==> config.mk <==
export PLATFORM = sky130hd
export DESIGN_NAME = lane_control_word_codec
export DESIGN_NICKNAME = d
export VERILOG_FILES = /design/src/shared/lane_word_pkg.sv /design/src/logic/lane_word_match.sv /design/src/logic/lane_control_word_codec.sv
export SDC_FILE = /design/constraint.sdc
export NUM_CORES = 1
export LEC_CHECK = 0
export BUFFER_PORTS_ARGS = -buffer_cell sky130_fd_sc_hd__buf_2
export CAP_MARGIN = 5
export CORE_MARGIN = 5
export CORE_UTILIZATION = 31
export CTS_CLUSTER_SIZE = 10
export DETAILED_ROUTE_END_ITERATION = 8
export PLACE_DENSITY_LB_ADDON = 0.15
export SLEW_MARGIN = 20
export SYNTH_ARGS = -nofsm -noshare
export SYNTH_HDL_FRONTEND = slang
export SYNTH_SLANG_ARGS = --single-unit
==> constraint.sdc <==
create_clock -name clk -period 2.6 [get_ports clk]
set_input_delay 0.13 -clock clk [delete_from_list [all_inputs] [get_ports clk]]
set_output_delay 0.13 -clock clk [all_outputs]
set_load 0.005 [all_outputs]
==> src/shared/lane_word_pkg.sv <==
package lane_word_pkg;

  // Symbol bytes, Dx.y packed as {y[2:0], x[4:0]}
  localparam logic [7:0] SYM_COMMA      = 8'hFC; // K28.7
  localparam logic [7:0] SYM_INIT_COMMA = 8'hBC; // K28.5
  localparam logic [7:0] SYM_IDENT      = 8'hCE; // D14.6
  localparam logic [7:0] SYM_INV_IDENT  = 8'h31; // D17.1
  localparam logic [7:0] SYM_IDLE       = 8'hCF; // D15.6
  localparam logic [7:0] SYM_STAGE_ONE  = 8'h46; // D6.2
  localparam logic [7:0] SYM_STAGE_TWO  = 8'hA6; // D6.5
  localparam logic [7:0] SYM_INV_ONE    = 8'hB9; // D25.5
  localparam logic [7:0] SYM_INV_TWO    = 8'h59; // D25.2
  localparam logic [7:0] SYM_CAPABILITY = 8'h38; // D24.1
  localparam logic [7:0] SYM_STANDBY    = 8'h7E; // D30.3
  localparam logic [7:0] SYM_LOST       = 8'h64; // D4.3

  // Control-symbol flags: only the first symbol is a K code
  localparam logic [3:0] LANE_WORD_K = 4'h1;

  // Field positions in capability and reason symbols
  localparam int CAP_FLUSH_BIT    = 0;
  localparam int CAP_START_BIT    = 1;
  localparam int CAP_SCRAMBLE_BIT = 2;
  localparam int LOST_CAUSE_BIT   = 0;

  // Words the decoder recognises, index order of the match vector
  localparam int NUM_PATTERNS = 8;
  localparam int PAT_IDLE = 0;
  localparam int PAT_ONE  = 1;
  localparam int PAT_TWO  = 2;
  localparam int PAT_INV1 = 3;
  localparam int PAT_INV2 = 4;
  localparam int PAT_CAP  = 5;
  localparam int PAT_STBY = 6;
  localparam int PAT_LOST = 7;
  localparam logic [NUM_PATTERNS-1:0][31:0] PATTERNS = {
    {8'h00, SYM_LOST, SYM_IDENT, SYM_COMMA},
    {SYM_STANDBY, SYM_STANDBY, SYM_IDENT, SYM_COMMA},
    {8'h00, SYM_CAPABILITY, SYM_IDENT, SYM_INIT_COMMA},
    {SYM_INV_TWO, SYM_INV_TWO, SYM_INV_IDENT, SYM_INIT_COMMA},
    {SYM_INV_ONE, SYM_INV_ONE, SYM_INV_IDENT, SYM_INIT_COMMA},
    {SYM_STAGE_TWO, SYM_STAGE_TWO, SYM_IDENT, SYM_INIT_COMMA},
    {SYM_STAGE_ONE, SYM_STAGE_ONE, SYM_IDENT, SYM_INIT_COMMA},
    {SYM_IDLE, SYM_IDLE, SYM_IDENT, SYM_COMMA}};
  localparam logic [31:0] MASK_FULL = 32'hFFFFFFFF;
  localparam logic [31:0] MASK_HEAD = 32'h00FFFFFF;
  localparam logic [NUM_PATTERNS-1:0][31:0] MASKS = {
    MASK_HEAD, MASK_FULL, MASK_HEAD, MASK_FULL,
    MASK_FULL, MASK_FULL, MASK_FULL, MASK_FULL};

  // Transmit commands from the lane state machine
  localparam logic [2:0] CMD_DATA    = 3'h0;
  localparam logic [2:0] CMD_ONE     = 3'h1;
  localparam logic [2:0] CMD_TWO     = 3'h2;
  localparam logic [2:0] CMD_CAP     = 3'h3;
  localparam logic [2:0] CMD_STANDBY = 3'h4;

  // Standby announcement length in words before the driver goes off
  localparam logic [3:0] STANDBY_REPEAT = 4'h4;

  // Register map (byte addresses) and reset values
  localparam logic [7:0]  REG_CTRL    = 8'h00;
  localparam logic [7:0]  REG_STATUS  = 8'h04;
  localparam logic [7:0]  REG_ERRCNT  = 8'h08;
  localparam logic [2:0]  CTRL_RESET  = 3'h0;
  localparam logic [31:0] WORD_RESET  = 32'h00000000;

  typedef enum logic [2:0] {
    TX_RUN   = 3'b001,
    TX_STBY  = 3'b010,
    TX_OFF   = 3'b100
  } tx_state_e;

endpackage : lane_word_pkg

==> src/logic/lane_word_match.sv <==
`timescale 1ns/10ps
// Compares one received word with a fixed lane word under a mask
module lane_word_match #(
  parameter logic [31:0] PATTERN = 32'h00000000,
  parameter logic [31:0] MASK    = 32'hFFFFFFFF,
  parameter logic [3:0]  KFLAGS  = 4'h1
) (
  input  wire logic [31:0] word,
  input  wire logic [3:0]  k,
  output logic             hit
);

  // K flags must match exactly; masked bytes are free data
  assign hit = ((word & MASK) == PATTERN) && (k == KFLAGS);

endmodule : lane_word_match

==> src/logic/lane_control_word_codec.sv <==
// The implementer's own choices: the APB interface to the registers and the register addresses.
`timescale 1ns/10ps
module lane_control_word_codec
  import lane_word_pkg::*;
#(
  parameter int ERR_W = 16
) (
  input  wire logic             clk,
  input  wire logic             rst_n,
  // APB slave
  input  wire logic             psel,
  input  wire logic             penable,
  input  wire logic             pwrite,
  input  wire logic [7:0]       paddr,
  input  wire logic [31:0]      pwdata,
  output logic [31:0]           prdata,
  output logic                  pready,
  output logic                  pslverr,
  // Lane state machine and retry layer, transmit side
  input  wire logic [2:0]       tx_cmd,
  input  wire logic             tx_data_valid,
  input  wire logic [31:0]      tx_data,
  input  wire logic [3:0]       tx_data_k,
  output logic                  tx_ready,
  input  wire logic             sig_absent,
  input  wire logic             error_burst,
  output logic [31:0]           tx_word,
  output logic [3:0]            tx_k,
  output logic                  driver_on,
  // Receive side
  input  wire logic             rx_valid,
  input  wire logic [31:0]      rx_word,
  input  wire logic [3:0]       rx_k,
  output logic                  rx_idle,
  output logic                  rx_stage_one,
  output logic                  rx_stage_two,
  output logic                  rx_inv_one,
  output logic                  rx_inv_two,
  output logic                  rx_capability,
  output logic                  rx_standby,
  output logic                  rx_lost,
  output logic                  rx_error,
  output logic                  remote_flush,
  output logic [2:0]            peer_cap,
  output logic                  peer_lost_reason,
  output logic                  standby_heard
);

  ////////////////////////////////////////////////////////////////////////////
  // State record

  typedef struct packed {
    logic [31:0]      tx_word;
    logic [3:0]       tx_k;
    logic             tx_ready;
    logic             driver_on;
    tx_state_e        tx_state;
    logic [3:0]       rep_cnt;
    logic             rx_idle;
    logic             rx_stage_one;
    logic             rx_stage_two;
    logic             rx_inv_one;
    logic             rx_inv_two;
    logic             rx_capability;
    logic             rx_standby;
    logic             rx_lost;
    logic             rx_error;
    logic             remote_flush;
    logic [2:0]       peer_cap;
    logic             peer_lost_reason;
    logic             standby_heard;
    logic             inv_seen;
    logic [2:0]       ctrl;
    logic [ERR_W-1:0] err_cnt;
    logic [31:0]      prdata;
    logic             pready;
    logic             pslverr;
  } state_s;

  state_s cur;
  state_s next_cur;

  ////////////////////////////////////////////////////////////////////////////
  // Receive word matchers

  logic [NUM_PATTERNS-1:0] hit;

  // One comparator per known lane word
  // inverted words matched
  for (genvar i = 0; i < NUM_PATTERNS; i++) begin : g_match
    lane_word_match #(
      .PATTERN (PATTERNS[i]),
      .MASK    (MASKS[i]),
      .KFLAGS  (LANE_WORD_K)
    ) u_match (
      .word (rx_word),
      .k    (rx_k),
      .hit  (hit[i])
    );
  end

  logic comma_led;
  logic lane_owned;
  logic unknown_word;

  // comma-led lane check
  // Other layers' words share the comma but not the identifier, so only
  // words naming the lane identifier (plain or inverted) are judged here.
  assign comma_led    = rx_k[0] && (rx_word[7:0] == SYM_COMMA || rx_word[7:0] == SYM_INIT_COMMA);
  assign lane_owned   = rx_word[15:8] == SYM_IDENT || rx_word[15:8] == SYM_INV_IDENT;
  assign unknown_word = rx_valid && comma_led && lane_owned && (hit == '0);

  ////////////////////////////////////////////////////////////////////////////
  // Transmit word selection

  logic       lost_wanted;
  logic       lost_reason;
  logic [7:0] cap_sym;
  logic [7:0] reason_sym;

  assign lost_wanted = (sig_absent || error_burst) && !cur.standby_heard;
  assign lost_reason = !sig_absent;
  assign cap_sym    = {5'h00, cur.ctrl};
  assign reason_sym = {7'h00, lost_reason};

  ////////////////////////////////////////////////////////////////////////////
  // Next-state logic

  logic        apb_access;
  logic        apb_setup;
  logic [31:0] read_value;
  logic        addr_ok;

  assign apb_setup  = psel && !penable;
  assign apb_access = psel && penable && cur.pready;

  // Read mux for the setup cycle; data is held through the access phase
  always_comb begin
    read_value = WORD_RESET;
    addr_ok    = 1'b1;
    case (paddr)
      REG_CTRL:   read_value = {29'h0, cur.ctrl};
      REG_STATUS: read_value = {24'h0, cur.tx_state == TX_OFF, cur.inv_seen, cur.driver_on,
                                cur.peer_lost_reason, cur.peer_cap, cur.standby_heard};
      REG_ERRCNT: read_value = {{(32-ERR_W){1'b0}}, cur.err_cnt};
      default:    addr_ok    = 1'b0;
    endcase
  end

  always_comb begin
    next_cur = cur;

    //////////////////////////////////////////////////////////////////////////
    // APB: one wait-free access, answer in the first access cycle
    next_cur.pready  = apb_setup;
    next_cur.pslverr = apb_setup && !addr_ok;
    if (apb_setup) begin
      next_cur.prdata = pwrite ? WORD_RESET : read_value;
    end else if (apb_access) begin
      next_cur.prdata = WORD_RESET;
    end
    if (apb_access && pwrite && paddr == REG_CTRL) begin
      next_cur.ctrl = pwdata[2:0];
    end

    //////////////////////////////////////////////////////////////////////////
    // Transmit path
    // comma in byte 0 of control words; retry layer words bring their own K flags
    next_cur.tx_k     = LANE_WORD_K;
    next_cur.tx_ready = 1'b0;
    next_cur.rep_cnt  = cur.rep_cnt;
    case (cur.tx_state)
      TX_RUN: begin
        next_cur.driver_on = 1'b1;
        if (tx_cmd == CMD_STANDBY) begin
          next_cur.tx_word  = {SYM_STANDBY, SYM_STANDBY, SYM_IDENT, SYM_COMMA};
          next_cur.rep_cnt  = STANDBY_REPEAT - 4'h1;
          next_cur.tx_state = TX_STBY;
        end else if (lost_wanted) begin
          next_cur.tx_word = {reason_sym, SYM_LOST, SYM_IDENT, SYM_COMMA};
        end else if (tx_cmd == CMD_ONE) begin
          next_cur.tx_word = {SYM_STAGE_ONE, SYM_STAGE_ONE, SYM_IDENT, SYM_INIT_COMMA};
        end else if (tx_cmd == CMD_TWO) begin
          next_cur.tx_word = {SYM_STAGE_TWO, SYM_STAGE_TWO, SYM_IDENT, SYM_INIT_COMMA};
        end else if (tx_cmd == CMD_CAP) begin
          next_cur.tx_word = {cap_sym, SYM_CAPABILITY, SYM_IDENT, SYM_INIT_COMMA};
        end else if (cur.tx_ready && tx_data_valid) begin
          // Retry layer word, taken while the offer stood
          next_cur.tx_word = tx_data;
          next_cur.tx_k    = tx_data_k;
        end else begin
          next_cur.tx_word = {SYM_IDLE, SYM_IDLE, SYM_IDENT, SYM_COMMA};
        end
        // Offer for the next edge; registered so the retry layer sees a flop
        next_cur.tx_ready = tx_cmd == CMD_DATA && !lost_wanted;
      end
      TX_STBY: begin
        next_cur.tx_word = {SYM_STANDBY, SYM_STANDBY, SYM_IDENT, SYM_COMMA};
        if (cur.rep_cnt == 4'h0) begin
          next_cur.tx_state  = TX_OFF;
          next_cur.driver_on = 1'b0;
        end else begin
          next_cur.rep_cnt = cur.rep_cnt - 4'h1;
        end
      end
      TX_OFF: begin
        // Driver off; idle pattern kept on the word so nothing random leaks
        next_cur.tx_word   = {SYM_IDLE, SYM_IDLE, SYM_IDENT, SYM_COMMA};
        next_cur.driver_on = 1'b0;
        if (tx_cmd != CMD_STANDBY) begin
          next_cur.tx_state  = TX_RUN;
          next_cur.driver_on = 1'b1;
        end
      end
      default: begin
        next_cur.tx_state  = TX_RUN;
        next_cur.driver_on = 1'b1;
        next_cur.tx_word   = {SYM_IDLE, SYM_IDLE, SYM_IDENT, SYM_COMMA};
      end
    endcase

    //////////////////////////////////////////////////////////////////////////
    // Receive decode: one-cycle pulses, one cycle after the word
    next_cur.rx_idle       = rx_valid && hit[PAT_IDLE];
    next_cur.rx_stage_one  = rx_valid && hit[PAT_ONE];
    next_cur.rx_stage_two  = rx_valid && hit[PAT_TWO];
    next_cur.rx_inv_one    = rx_valid && hit[PAT_INV1];
    next_cur.rx_inv_two    = rx_valid && hit[PAT_INV2];
    next_cur.rx_capability = rx_valid && hit[PAT_CAP];
    next_cur.rx_standby    = rx_valid && hit[PAT_STBY];
    next_cur.rx_lost       = rx_valid && hit[PAT_LOST];
    next_cur.rx_error      = unknown_word;
    next_cur.remote_flush  = 1'b0;

    if (rx_valid && (hit[PAT_INV1] || hit[PAT_INV2])) begin
      next_cur.inv_seen = 1'b1;
    end else if (rx_valid && (hit[PAT_ONE] || hit[PAT_TWO])) begin
      next_cur.inv_seen = 1'b0;
    end

    if (rx_valid && hit[PAT_CAP]) begin
      next_cur.peer_cap     = rx_word[26:24];
      next_cur.remote_flush = rx_word[24 + CAP_FLUSH_BIT];
    end
    if (rx_valid && hit[PAT_LOST]) begin
      next_cur.peer_lost_reason = rx_word[24 + LOST_CAUSE_BIT];
    end

    // remember far end went to standby; a fresh handshake clears it
    if (rx_valid && hit[PAT_STBY]) begin
      next_cur.standby_heard = 1'b1;
    end else if (rx_valid &&
                 (hit[PAT_ONE] || hit[PAT_TWO] || hit[PAT_INV1] || hit[PAT_INV2])) begin
      next_cur.standby_heard = 1'b0;
    end

    // Error count: write clears, a same-cycle error still counts
    if (apb_access && pwrite && paddr == REG_ERRCNT) begin
      next_cur.err_cnt = unknown_word ? {{(ERR_W-1){1'b0}}, 1'b1} : '0;
    end else if (unknown_word && cur.err_cnt != '1) begin
      next_cur.err_cnt = cur.err_cnt + 1'b1;
    end
  end

  ////////////////////////////////////////////////////////////////////////////
  // Registers

  // Reset puts the transmitter on idle words with the driver on
  always_ff @(posedge clk or negedge rst_n) begin
    if (!rst_n) begin
      cur          <= '0;
      cur.tx_word  <= {SYM_IDLE, SYM_IDLE, SYM_IDENT, SYM_COMMA};
      cur.tx_k     <= LANE_WORD_K;
      cur.tx_state <= TX_RUN;
      cur.driver_on <= 1'b1;
      cur.ctrl     <= CTRL_RESET;
    end else begin
      cur <= next_cur;
    end
  end

  ////////////////////////////////////////////////////////////////////////////
  // Outputs straight from the state record

  assign prdata           = cur.prdata;
  assign pready           = cur.pready;
  assign pslverr          = cur.pslverr;
  assign tx_ready         = cur.tx_ready;
  assign tx_word          = cur.tx_word;
  assign tx_k             = cur.tx_k;
  assign driver_on        = cur.driver_on;
  assign rx_idle          = cur.rx_idle;
  assign rx_stage_one     = cur.rx_stage_one;
  assign rx_stage_two     = cur.rx_stage_two;
  assign rx_inv_one       = cur.rx_inv_one;
  assign rx_inv_two       = cur.rx_inv_two;
  assign rx_capability    = cur.rx_capability;
  assign rx_standby       = cur.rx_standby;
  assign rx_lost          = cur.rx_lost;
  assign rx_error         = cur.rx_error;
  assign remote_flush     = cur.remote_flush;
  assign peer_cap         = cur.peer_cap;
  assign peer_lost_reason = cur.peer_lost_reason;
  assign standby_heard    = cur.standby_heard;

endmodule : lane_control_word_codec

# Word level (Yosys, flattened, before mapping)
# Cells that the tools add are included.
# word_totals
regBits	114
input_bits	124
out_inout_bits	87
word_cells	146
# op_classes
add_sub_neg	2
n_eq_ne	28
n_mux	33
n_reduce_logical	58
# ops
op	n
2-to-1 mux 32 bit	9
equality test 32 x 31 -> 1 bit (second input constant)	3
equality test 32 bit (second input constant)	3
case mux 32 bit (2 select lines)	1
case mux 16 bit (3 select lines)	1
2-to-1 mux 4 bit	10
logical AND 1 bit	34
2-to-1 mux 16 bit	2
equality test 24 x 22 -> 1 bit (second input constant)	1
equality test 24 x 23 -> 1 bit (second input constant)	1
equality test 8 bit (second input constant)	3
adder 16 x 1 -> 16 bit (second input constant)	1
zero test 8 bit	2
!= test 16 bit (second input constant)	1
case mux 4 bit (3 select lines)	1
nonzero test 2 bit	5
equality test 3 x 2 -> 1 bit (second input constant)	3
equality test 8 x 3 -> 1 bit (second input constant)	1
equality test 8 x 4 -> 1 bit (second input constant)	1
equality test 8 x 6 -> 1 bit (second input constant)	1
case mux 4 bit (2 select lines)	1
logical OR 1 bit	7
2-to-1 mux 7 bit	1
equality test 3 x 1 -> 1 bit (second input constant)	2
13 further kinds	26

# Longest topological paths before layout
# Gate-level depths: netlist of the first run.
# logic_depth
word_depth	9
depth_mapped	9

# Cells and area by module
# Synthesis of the first run repeated with hierarchy kept, for this count alone.
# unflattened
hier_cells	567
area_unflattened_um2	5729.2
# modules_own_cells
mod	instances	cells_per_inst	area_per_inst_um2	seq_area_each_um2
lane_control_word_codec	1	464	4863.4	2484.9
lane_word_match (g_match[3].u_match)	1	14	127.6	0.0
lane_word_match (g_match[4].u_match)	1	14	126.4	0.0
lane_word_match (g_match[2].u_match)	1	14	118.9	0.0
lane_word_match (g_match[1].u_match)	1	13	116.4	0.0
lane_word_match (g_match[6].u_match)	1	15	111.4	0.0
lane_word_match (g_match[0].u_match)	1	13	98.8	0.0
lane_word_match (g_match[5].u_match)	1	10	87.6	0.0
lane_word_match (g_match[7].u_match)	1	10	78.8	0.0

# Worst setup path before layout of the first run
# Ideal clock, no wire load.
# synth_timing
path_kind	register -> register
startpoint	reg cur[73] in the netlist's numbering
endpoint	reg tx_word[14] (netlist name)
setup_ps	88
t_arrival_ps	2037
t_required_ps	2512
setup_slack_ps	475
stages_incl_launch_ff	8
synth_period_minus_slack_ps	2125
path_cell_list	dfstp_2 -> buf_2 -> or3b_1 -> a21oi_2 -> and2_1 -> nand2_1 -> clkbuf_1 -> or3_1
# synth_rtl
item	line_no	rtl
start: declaration	lane_control_word_codec.sv:80	state_s cur;
start signal: assignment	lane_control_word_codec.sv:278	cur <= next_cur;

# Final worst setup path of the first run
# layout_timing
startpoint	reg cur[43] in the netlist's numbering
endpoint	reg cur[42] in the netlist's numbering
# layout_between
elab_chain_cells	3
# layout_lines
item	line_no	rtl
!= test 16 bit	lane_control_word_codec.sv:260	end else if (unknown_word && cur.err_cnt != '1) begin
logical AND 1 bit	lane_control_word_codec.sv:260	
nonzero test 2 bit (no source line)	-	
# Every way passes these cells.
# A chain may end at the register's enable or synchronous reset.

==> implementation parameters, run 1 <==
Parameter                              Value

Floorplanning
  Die Footprint    0.01911 mm^2
  Placeable core region    0.01600 mm^2
  Boundary pin count    211
  Rows    46
  Initial standard-cell utilization of the core    0.3186
  Die boundary height    138.2 um
  X dimension of the die    138.2 um

Finish
  # fillers    1,640
  Fraction of final layout cells with drive strength greater than 1    0.3699
  Post-route design area    0.006269 mm^2
  Number of diodes    0
  Area grow syn2layout    22.97%
  Nets    779
  Util after Layout    0.3918

Synthesis
  Share of Yosys cell area claimed by the top area cell type    0.3535
  Flip-flop and latch count after synthesis    98
  Syn_area_per_cell    9.956 um^2
  Synthesized instance count    512
  Sequential share of the synthesized area    0.4875
  Most instantiated library cell after synthesis    dfrtp_1
  FFs w/ async S/R, synth    1.000
  Number of warning messages in the yosys log    0
  Top cell types by occurrence after synthesis    72 x dfrtp_1, 71 x buf_4, 49 x nand2_1, 43 x nor2_1, 26 x dfstp_2
  Number of enable flip-flop cells after synthesis    0
  Syn Std Cell Area    0.005097 mm^2
  Biggest area contributors in the synthesized netlist    dfrtp_1 35%, dfstp_2 13%, buf_4 10%
  Most used flip-flop cell after synthesis    dfrtp_1
  Cell type contributing the most total cell area after synthesis    dfrtp_1
  Count of different cell masters after synthesis    65

Run status
  Run status    complete, no violations

Critical path
  CP Data Required Time    2.87 ns
  Crit path launch type    flop
  Critical path destination    cur[42]
  Capture instance of the worst register-to-register path    cur[42]
  Maximum cell stage delay along the critical path    0.45 ns
  Worst Reg-to-Reg Cells    7
  Cell chain of the critical path    and4_1 -> and2_4 -> and4_1 -> a21oi_2 -> nand2_4 -> or4_1 -> a21oi_1
  Data arrival, critical path    2.52 ns
  Most frequent CP cell    and4_1
  Top delay family on crit path    simple AND/OR/NAND/NOR gates
  Worst path bufs/invs    0
  Start point of the critical path    cur[43]
  Register-to-register setup slack    0.35 ns
  Number of logic stages on the critical path including buffering    7
  Master of the slowest instance on the critical path    dfrtp_1
  Critical Path Fanout Max    19
  Startpoint of the lowest-slack register-to-register path    cur[43]
  Type of the worst setup path    flop to flop
  Critical path capture point type    flop

Pwr
  Power Dens Cells    535.0 mW/mm^2
  Leak Pwr    2.986 nW
  Worst IR Drop VDD    0.0003261 V
  Total Power    3.354 mW

STA
  Clk_skew    0.009024 ns
  RSZ-0062 raised after global routing    false
  Tmin final    2.250 ns
  Total negative slack for setup checks    0 ns
  Slew margin rel.    0.4909
  Final worst path period share    0.8654
  Max Slew Vio Count    0
  Final number of hold-violating endpoints    0
  Transition time of the tightest slew-check pin    0.7637 ns
  Achievable frequency    0.4444 GHz
  Number of endpoints failing setup at the final stage    0
  Worst setup slack after layout    0.3499 ns

Clocking
  Maximum level of the CTS H-tree    3
  Number of setup buffers added after CTS    0
  Max Root-Sink Buffers    2
  CTS Buf Count    9
  TritonCTS Sinks    98
  TritonCTS clock tree    done
  Clock latency of the later-clocked register in the worst-skew pair    0.35 ns
  Clock transition at the registers of the reported paths    0.07 ns
  Clk root buf    clkbuf_16

GRT
  Global-route usage over all layers    0.1432
  Global-route wire length before repair    22,360 um
  Antenna violations before repair    0
  Overall overflow remaining after global route    0
  Via count of the first global-routing pass    4,252
  Pin count of the biggest net entering global routing    62

Placed design
  Final estimated routing congestion in global placement    0.8155
  Final HPWL from detailed placement    10,580 um
  Count of buffers inserted at the top-level ports    165
  Worst-case setup slack after placement    0.3387 ns
  Post-place instance area    0.005741 mm^2

Routing
  Routed len/inst    15.60 um
  Iteration-0 DRC count of the detailed router    133
  Mean number of vias per cell    4.680
  Number of nets with antenna violations after detailed routing    0
  Number of iterations in the first detailed-routing pass    4
  Vias after detailed routing    4,086
  Count of unresolved DRC violations after routing    0
  Post-detailed-routing wire length    13,620 um

Hold path
  Hold crit path type    primary input to flop

Flow run
  MaxCap Viol Count    0
-- placed cells by master, fill, tap and decap left out, types with 3 or more instances in the layout --
cell,n
or4_1,6
a21oi_1,22
nor4_1,4
nand3_1,11
and2_1,13
nor4bb_1,4
a31oi_1,3
clkbuf_16,9
dfstp_2,26
o211ai_1,6
conb_1,16
a22o_1,8
a22oi_1,4
mux2_2,7
ha_1,3
nor4b_1,4
nand2_1,49
buf_4,10
mux2i_1,4
dfrtp_1,72
nand2b_1,8
nor3_1,7
or3b_2,3
o21ai_0,24
or3_1,18
o221ai_1,3
buf_2,164
and4_1,3
inv_1,11
xor2_1,6
o31ai_1,3
o21ai_1,5
nand4_1,11
nor2b_1,5
dlygate4sd3_1,20
nor2_1,43
-- registers in the layout, indices dropped and copies added (netlist names), 3 cells and up --
signal	cells
peer_cap	3
cur	24
prdata	16
cap_sym	3
tx_k	4
tx_word	32
-- routing by layer --
metal,vias to the layer above,share of wire,track usage
li1,1995,-,-
met1,1942,0.44,0.1837
met2,135,0.48,0.2392
met3,14,0.059,0.03448
met4,0,0.015,0.04524
met5,-,0,0
-- how the worst min path moves through the flow --
stage / to / depth (start not counted) / from / slack [ns]
floorplan: cap_sym[0] / 0 / rst_n / -0.17
global placement: tx_word[8] / 1 / rst_n / 0.25
detailed placement: tx_word[8] / 1 / rst_n / 0.26
CTS: cap_sym[0] / 2 / pwdata[0] / 0.006
global route: cap_sym[0] / 2 / pwdata[0] / 0.03
finish: cap_sym[0] / 2 / pwdata[0] / 0.02
-- logic make-up after synthesis --
family          count (synthesis)  share of synthesized area
xor+xnor                        6                    0.01031
flops                          98                     0.4875
other cells                     1                  0.0007357
buf+inv                        91                     0.1217
fa+ha+maj                       3                   0.007365
mux                            11                    0.02332
simple gates                  211                     0.2320
compound gates                 91                     0.1171
-- stage by stage --
stage,hold WS [ns],cells
finish,0.02075,873
CTS,0.005976,873
floorplan,-0.1656,527
global route,0.02635,873
detailed placement,0.2568,837
global placement,0.2487,837
-- what timing repair did --
action / CTS / global route
endpoints found under the hold margin: 52 / 0
hold buffers: 20 / 0
gates resized for setup: 0 / 0
-- layout make-up --
class / instances / area (um^2) / area share
clock buffers: 10 / 239.0 / 0.03812
clock inverters: 6 / 88.84 / 0.01417
inverters: 11 / 41.29 / 0.006587
multi-input cells: 338 / 2048 / 0.3267
flip-flops and latches: 98 / 2485 / 0.3964
well taps: 216 / 270.3 / 0.04311
repair buffers: 194 / 1096 / 0.1749
-- worst reg2reg max path, stage by stage, from the launching register on --
cell	delay, ns
dfrtp_1	0.45
and4_1	0.25
and2_4	0.17
and4_1	0.24
a21oi_2	0.29
nand2_4	0.20
or4_1	0.43
a21oi_1	0.16
-- power breakdown --
part | total [mW] | switching (mW) | internal, mW
combinational | 0.305 | 0.168 | 0.138
clock | 1.46 | 0.592 | 0.872
sequential | 1.59 | 0.0127 | 1.57
total | 3.35 | 0.772 | 2.58
Power figures use the tool's default switching activity.
==> run 2, diff against run 1 <==
- CORE_UTILIZATION: 31 -> 49
==> run 2 against run 1 <==
Sequential share of layout area increased by 1.0 points. Flip-flop and latch count unchanged. Critical path depth decreased by 1. Sequential power about the same. Die area decreased by 34%. Critical path type unchanged. Critical endpoint is now tx_k[3]. Highest routed layer unchanged.
==> implementation parameters, run 2 (synthesis results as in run 1) <==
Parameter                              Value

Floorplanning
  Boundary pin count    211
  Initial standard-cell utilization of the core    0.4982
  Die boundary height    112.0 um
  Rows    37
  Die Footprint    0.01254 mm^2
  Placeable core region    0.01023 mm^2
  X dimension of the die    112.0 um

Finish
  Total area of multi-input combinational cells    0.002048 mm^2
  # fillers    905
  Largest register by flop count    tx_word
  Register Area    0.002485 mm^2
  Commonest non-fill, non-tap cell in the layout    buf_2
  Area grow syn2layout    19.83%
  Most frequent cells in the layout    164 x buf_2, 72 x dfrtp_1, 49 x nand2_1
  Flip-flop count of the largest register, all copies and words added    32
  Nets    782
  Fraction of final layout cells with drive strength greater than 1    0.3652
  Util after Layout    0.5970
  Number of diodes    0

GRT
  Overall overflow remaining after global route    0
  Global-route wire length before repair    20,430 um
  Antenna violations before repair    0
  Pin count of the biggest net entering global routing    46
  Met2 demand-to-capacity share in global routing    0.3525
  Global-route usage over all layers    0.1993
  Met3 routing resource usage after global routing    0.03804
  Busiest layer in global routing    met2
  GR Layer Usage met1    0.2401
  Via count of the first global-routing pass    4,214

Routing
  Number of nets with antenna violations after detailed routing    0
  Post-detailed-routing wire length    12,240 um
  Number of iterations in the first detailed-routing pass    5
  Count of unresolved DRC violations after routing    0
  Mean number of vias per cell    5.173
  Routed len/inst    15.37 um
  Vias after detailed routing    4,118
  Iteration-0 DRC count of the detailed router    196

Clocking
  Clock transition at the registers of the reported paths    0.09 ns
  Clk root buf    clkbuf_8
  Max Root-Sink Buffers    2
  CTS Buf Count    9
  TritonCTS Sinks    98
  Maximum level of the CTS H-tree    3
  Clock latency of the later-clocked register in the worst-skew pair    0.36 ns
  TritonCTS clock tree    done
  Number of setup buffers added after CTS    0

STA
  Achievable frequency    0.4402 GHz
  Final number of hold-violating endpoints    0
  Number of endpoints failing setup at the final stage    0
  Worst hold slack across all endpoints    0.02112 ns
  Clk_skew    0.004319 ns
  Worst setup slack after layout    0.3285 ns
  Tmin final    2.271 ns
  Slew margin rel.    0.6099
  Total negative slack for setup checks    0 ns
  Max Slew Vio Count    0
  Final worst path period share    0.8736
  Transition time of the tightest slew-check pin    0.5773 ns
  RSZ-0062 raised after global routing    false

Pwr
  Worst IR Drop VDD    0.0002181 V
  Switching pwr    672.0 uW
  Logic pwr share    0.104
  Clock share of power    0.355
  Switching part of the total    0.2293
  Internal Dissipation    2.258 mW
  Power Dens Cells    479.7 mW/mm^2
  Seq pwr share    0.541
  Leak Pwr    2.959 nW

Critical path
  CP Data Required Time    2.90 ns
  Register-to-register setup slack    0.33 ns
  Master of the slowest instance on the critical path    dfstp_2
  Critical path capture point type    flop
  Data arrival, critical path    2.57 ns
  Worst path bufs/invs    0
  Crit path launch type    flop
  Maximum cell stage delay along the critical path    0.62 ns
  Top delay family on crit path    simple AND/OR/NAND/NOR gates
  Type of the worst setup path    flop to flop
  Critical Path Fanout Max    13
  Most frequent CP cell    and2_1
  Cell chain of the critical path    or3b_1 -> a21oi_2 -> and2_1 -> nand2_1 -> nor2_1 -> and2_1

Placed design
  Worst-case setup slack after placement    0.3126 ns
  Final HPWL from detailed placement    9542 um
  Final estimated routing congestion in global placement    0.8806
  Count of buffers inserted at the top-level ports    165

Flow run
  MaxCap Viol Count    0

Hold path
  Hold crit path type    primary input to flop

Run status
  Run status    complete, no violations
-- run 2: cell type report --
type | count | share of cell area
Sequential cell | 98 | 0.4068
Tap cell | 136 | 0.02786
Inverter | 11 | 0.006760
Timing Repair Buffer | 197 | 0.1868
Multi-Input combinational cell | 338 | 0.3353
Clock buffer | 16 | 0.03646
-- run 2: power by group through the flow --
stage	Sequential, mW	Clock [mW]	Combinational, mW
finish	1.59	1.04	0.304
global route	1.59	1.14	0.344
CTS	1.59	1.08	0.306
detailed placement	1.61	0	0.278
global placement	1.61	0	0.272
floorplan	1.61	0	0.157
-- run 2: timing repair --
item	in CTS	in global routing
resized for setup	0	0
endpoints found under the hold margin	65	1
hold buffers	23	1
-- run 2: per-layer routing --
metal | vias up | wire (um)
li1 | 1996 | -
met1 | 1972 | 4892
met2 | 128 | 6380
met3 | 22 | 680
met4 | 0 | 282
met5 | - | 0
-- run 2: worst reg2reg max path, stage by stage, from the launching register on --
cell and delay (ns):
dfstp_2 0.62, or3b_1 0.42, a21oi_2 0.14, and2_1 0.20
nand2_1 0.21, nor2_1 0.41, and2_1 0.21
-- run 2: per-stage QoR --
| step | total power, mW | area, um^2 | std cells |
|---|---|---|---|
| floorplan | 1.768 | 5154 | 527 |
| global placement | 1.886 | 5645 | 756 |
| detailed placement | 1.891 | 5645 | 756 |
| CTS | 2.970 | 6098 | 795 |
| global route | 3.074 | 6108 | 796 |
| finish | 2.930 | 6108 | 796 |
-- run 2: final timing paths --
| check | cells past startpoint | from | endpoint |
|---|---|---|---|
| hold reg to reg | 2 | prdata[5] | prdata[5] |
| setup reg to reg | 6 | cur[73] | tx_k[3] |
| setup / recovery | 6 | cur[73] | tx_k[3] |
| min in group asynchronous | 2 | rst_n | rx_standby |
| max in group asynchronous | 3 | rst_n | driver_on |
| hold / removal | 2 | pwdata[0] | cap_sym[0] |
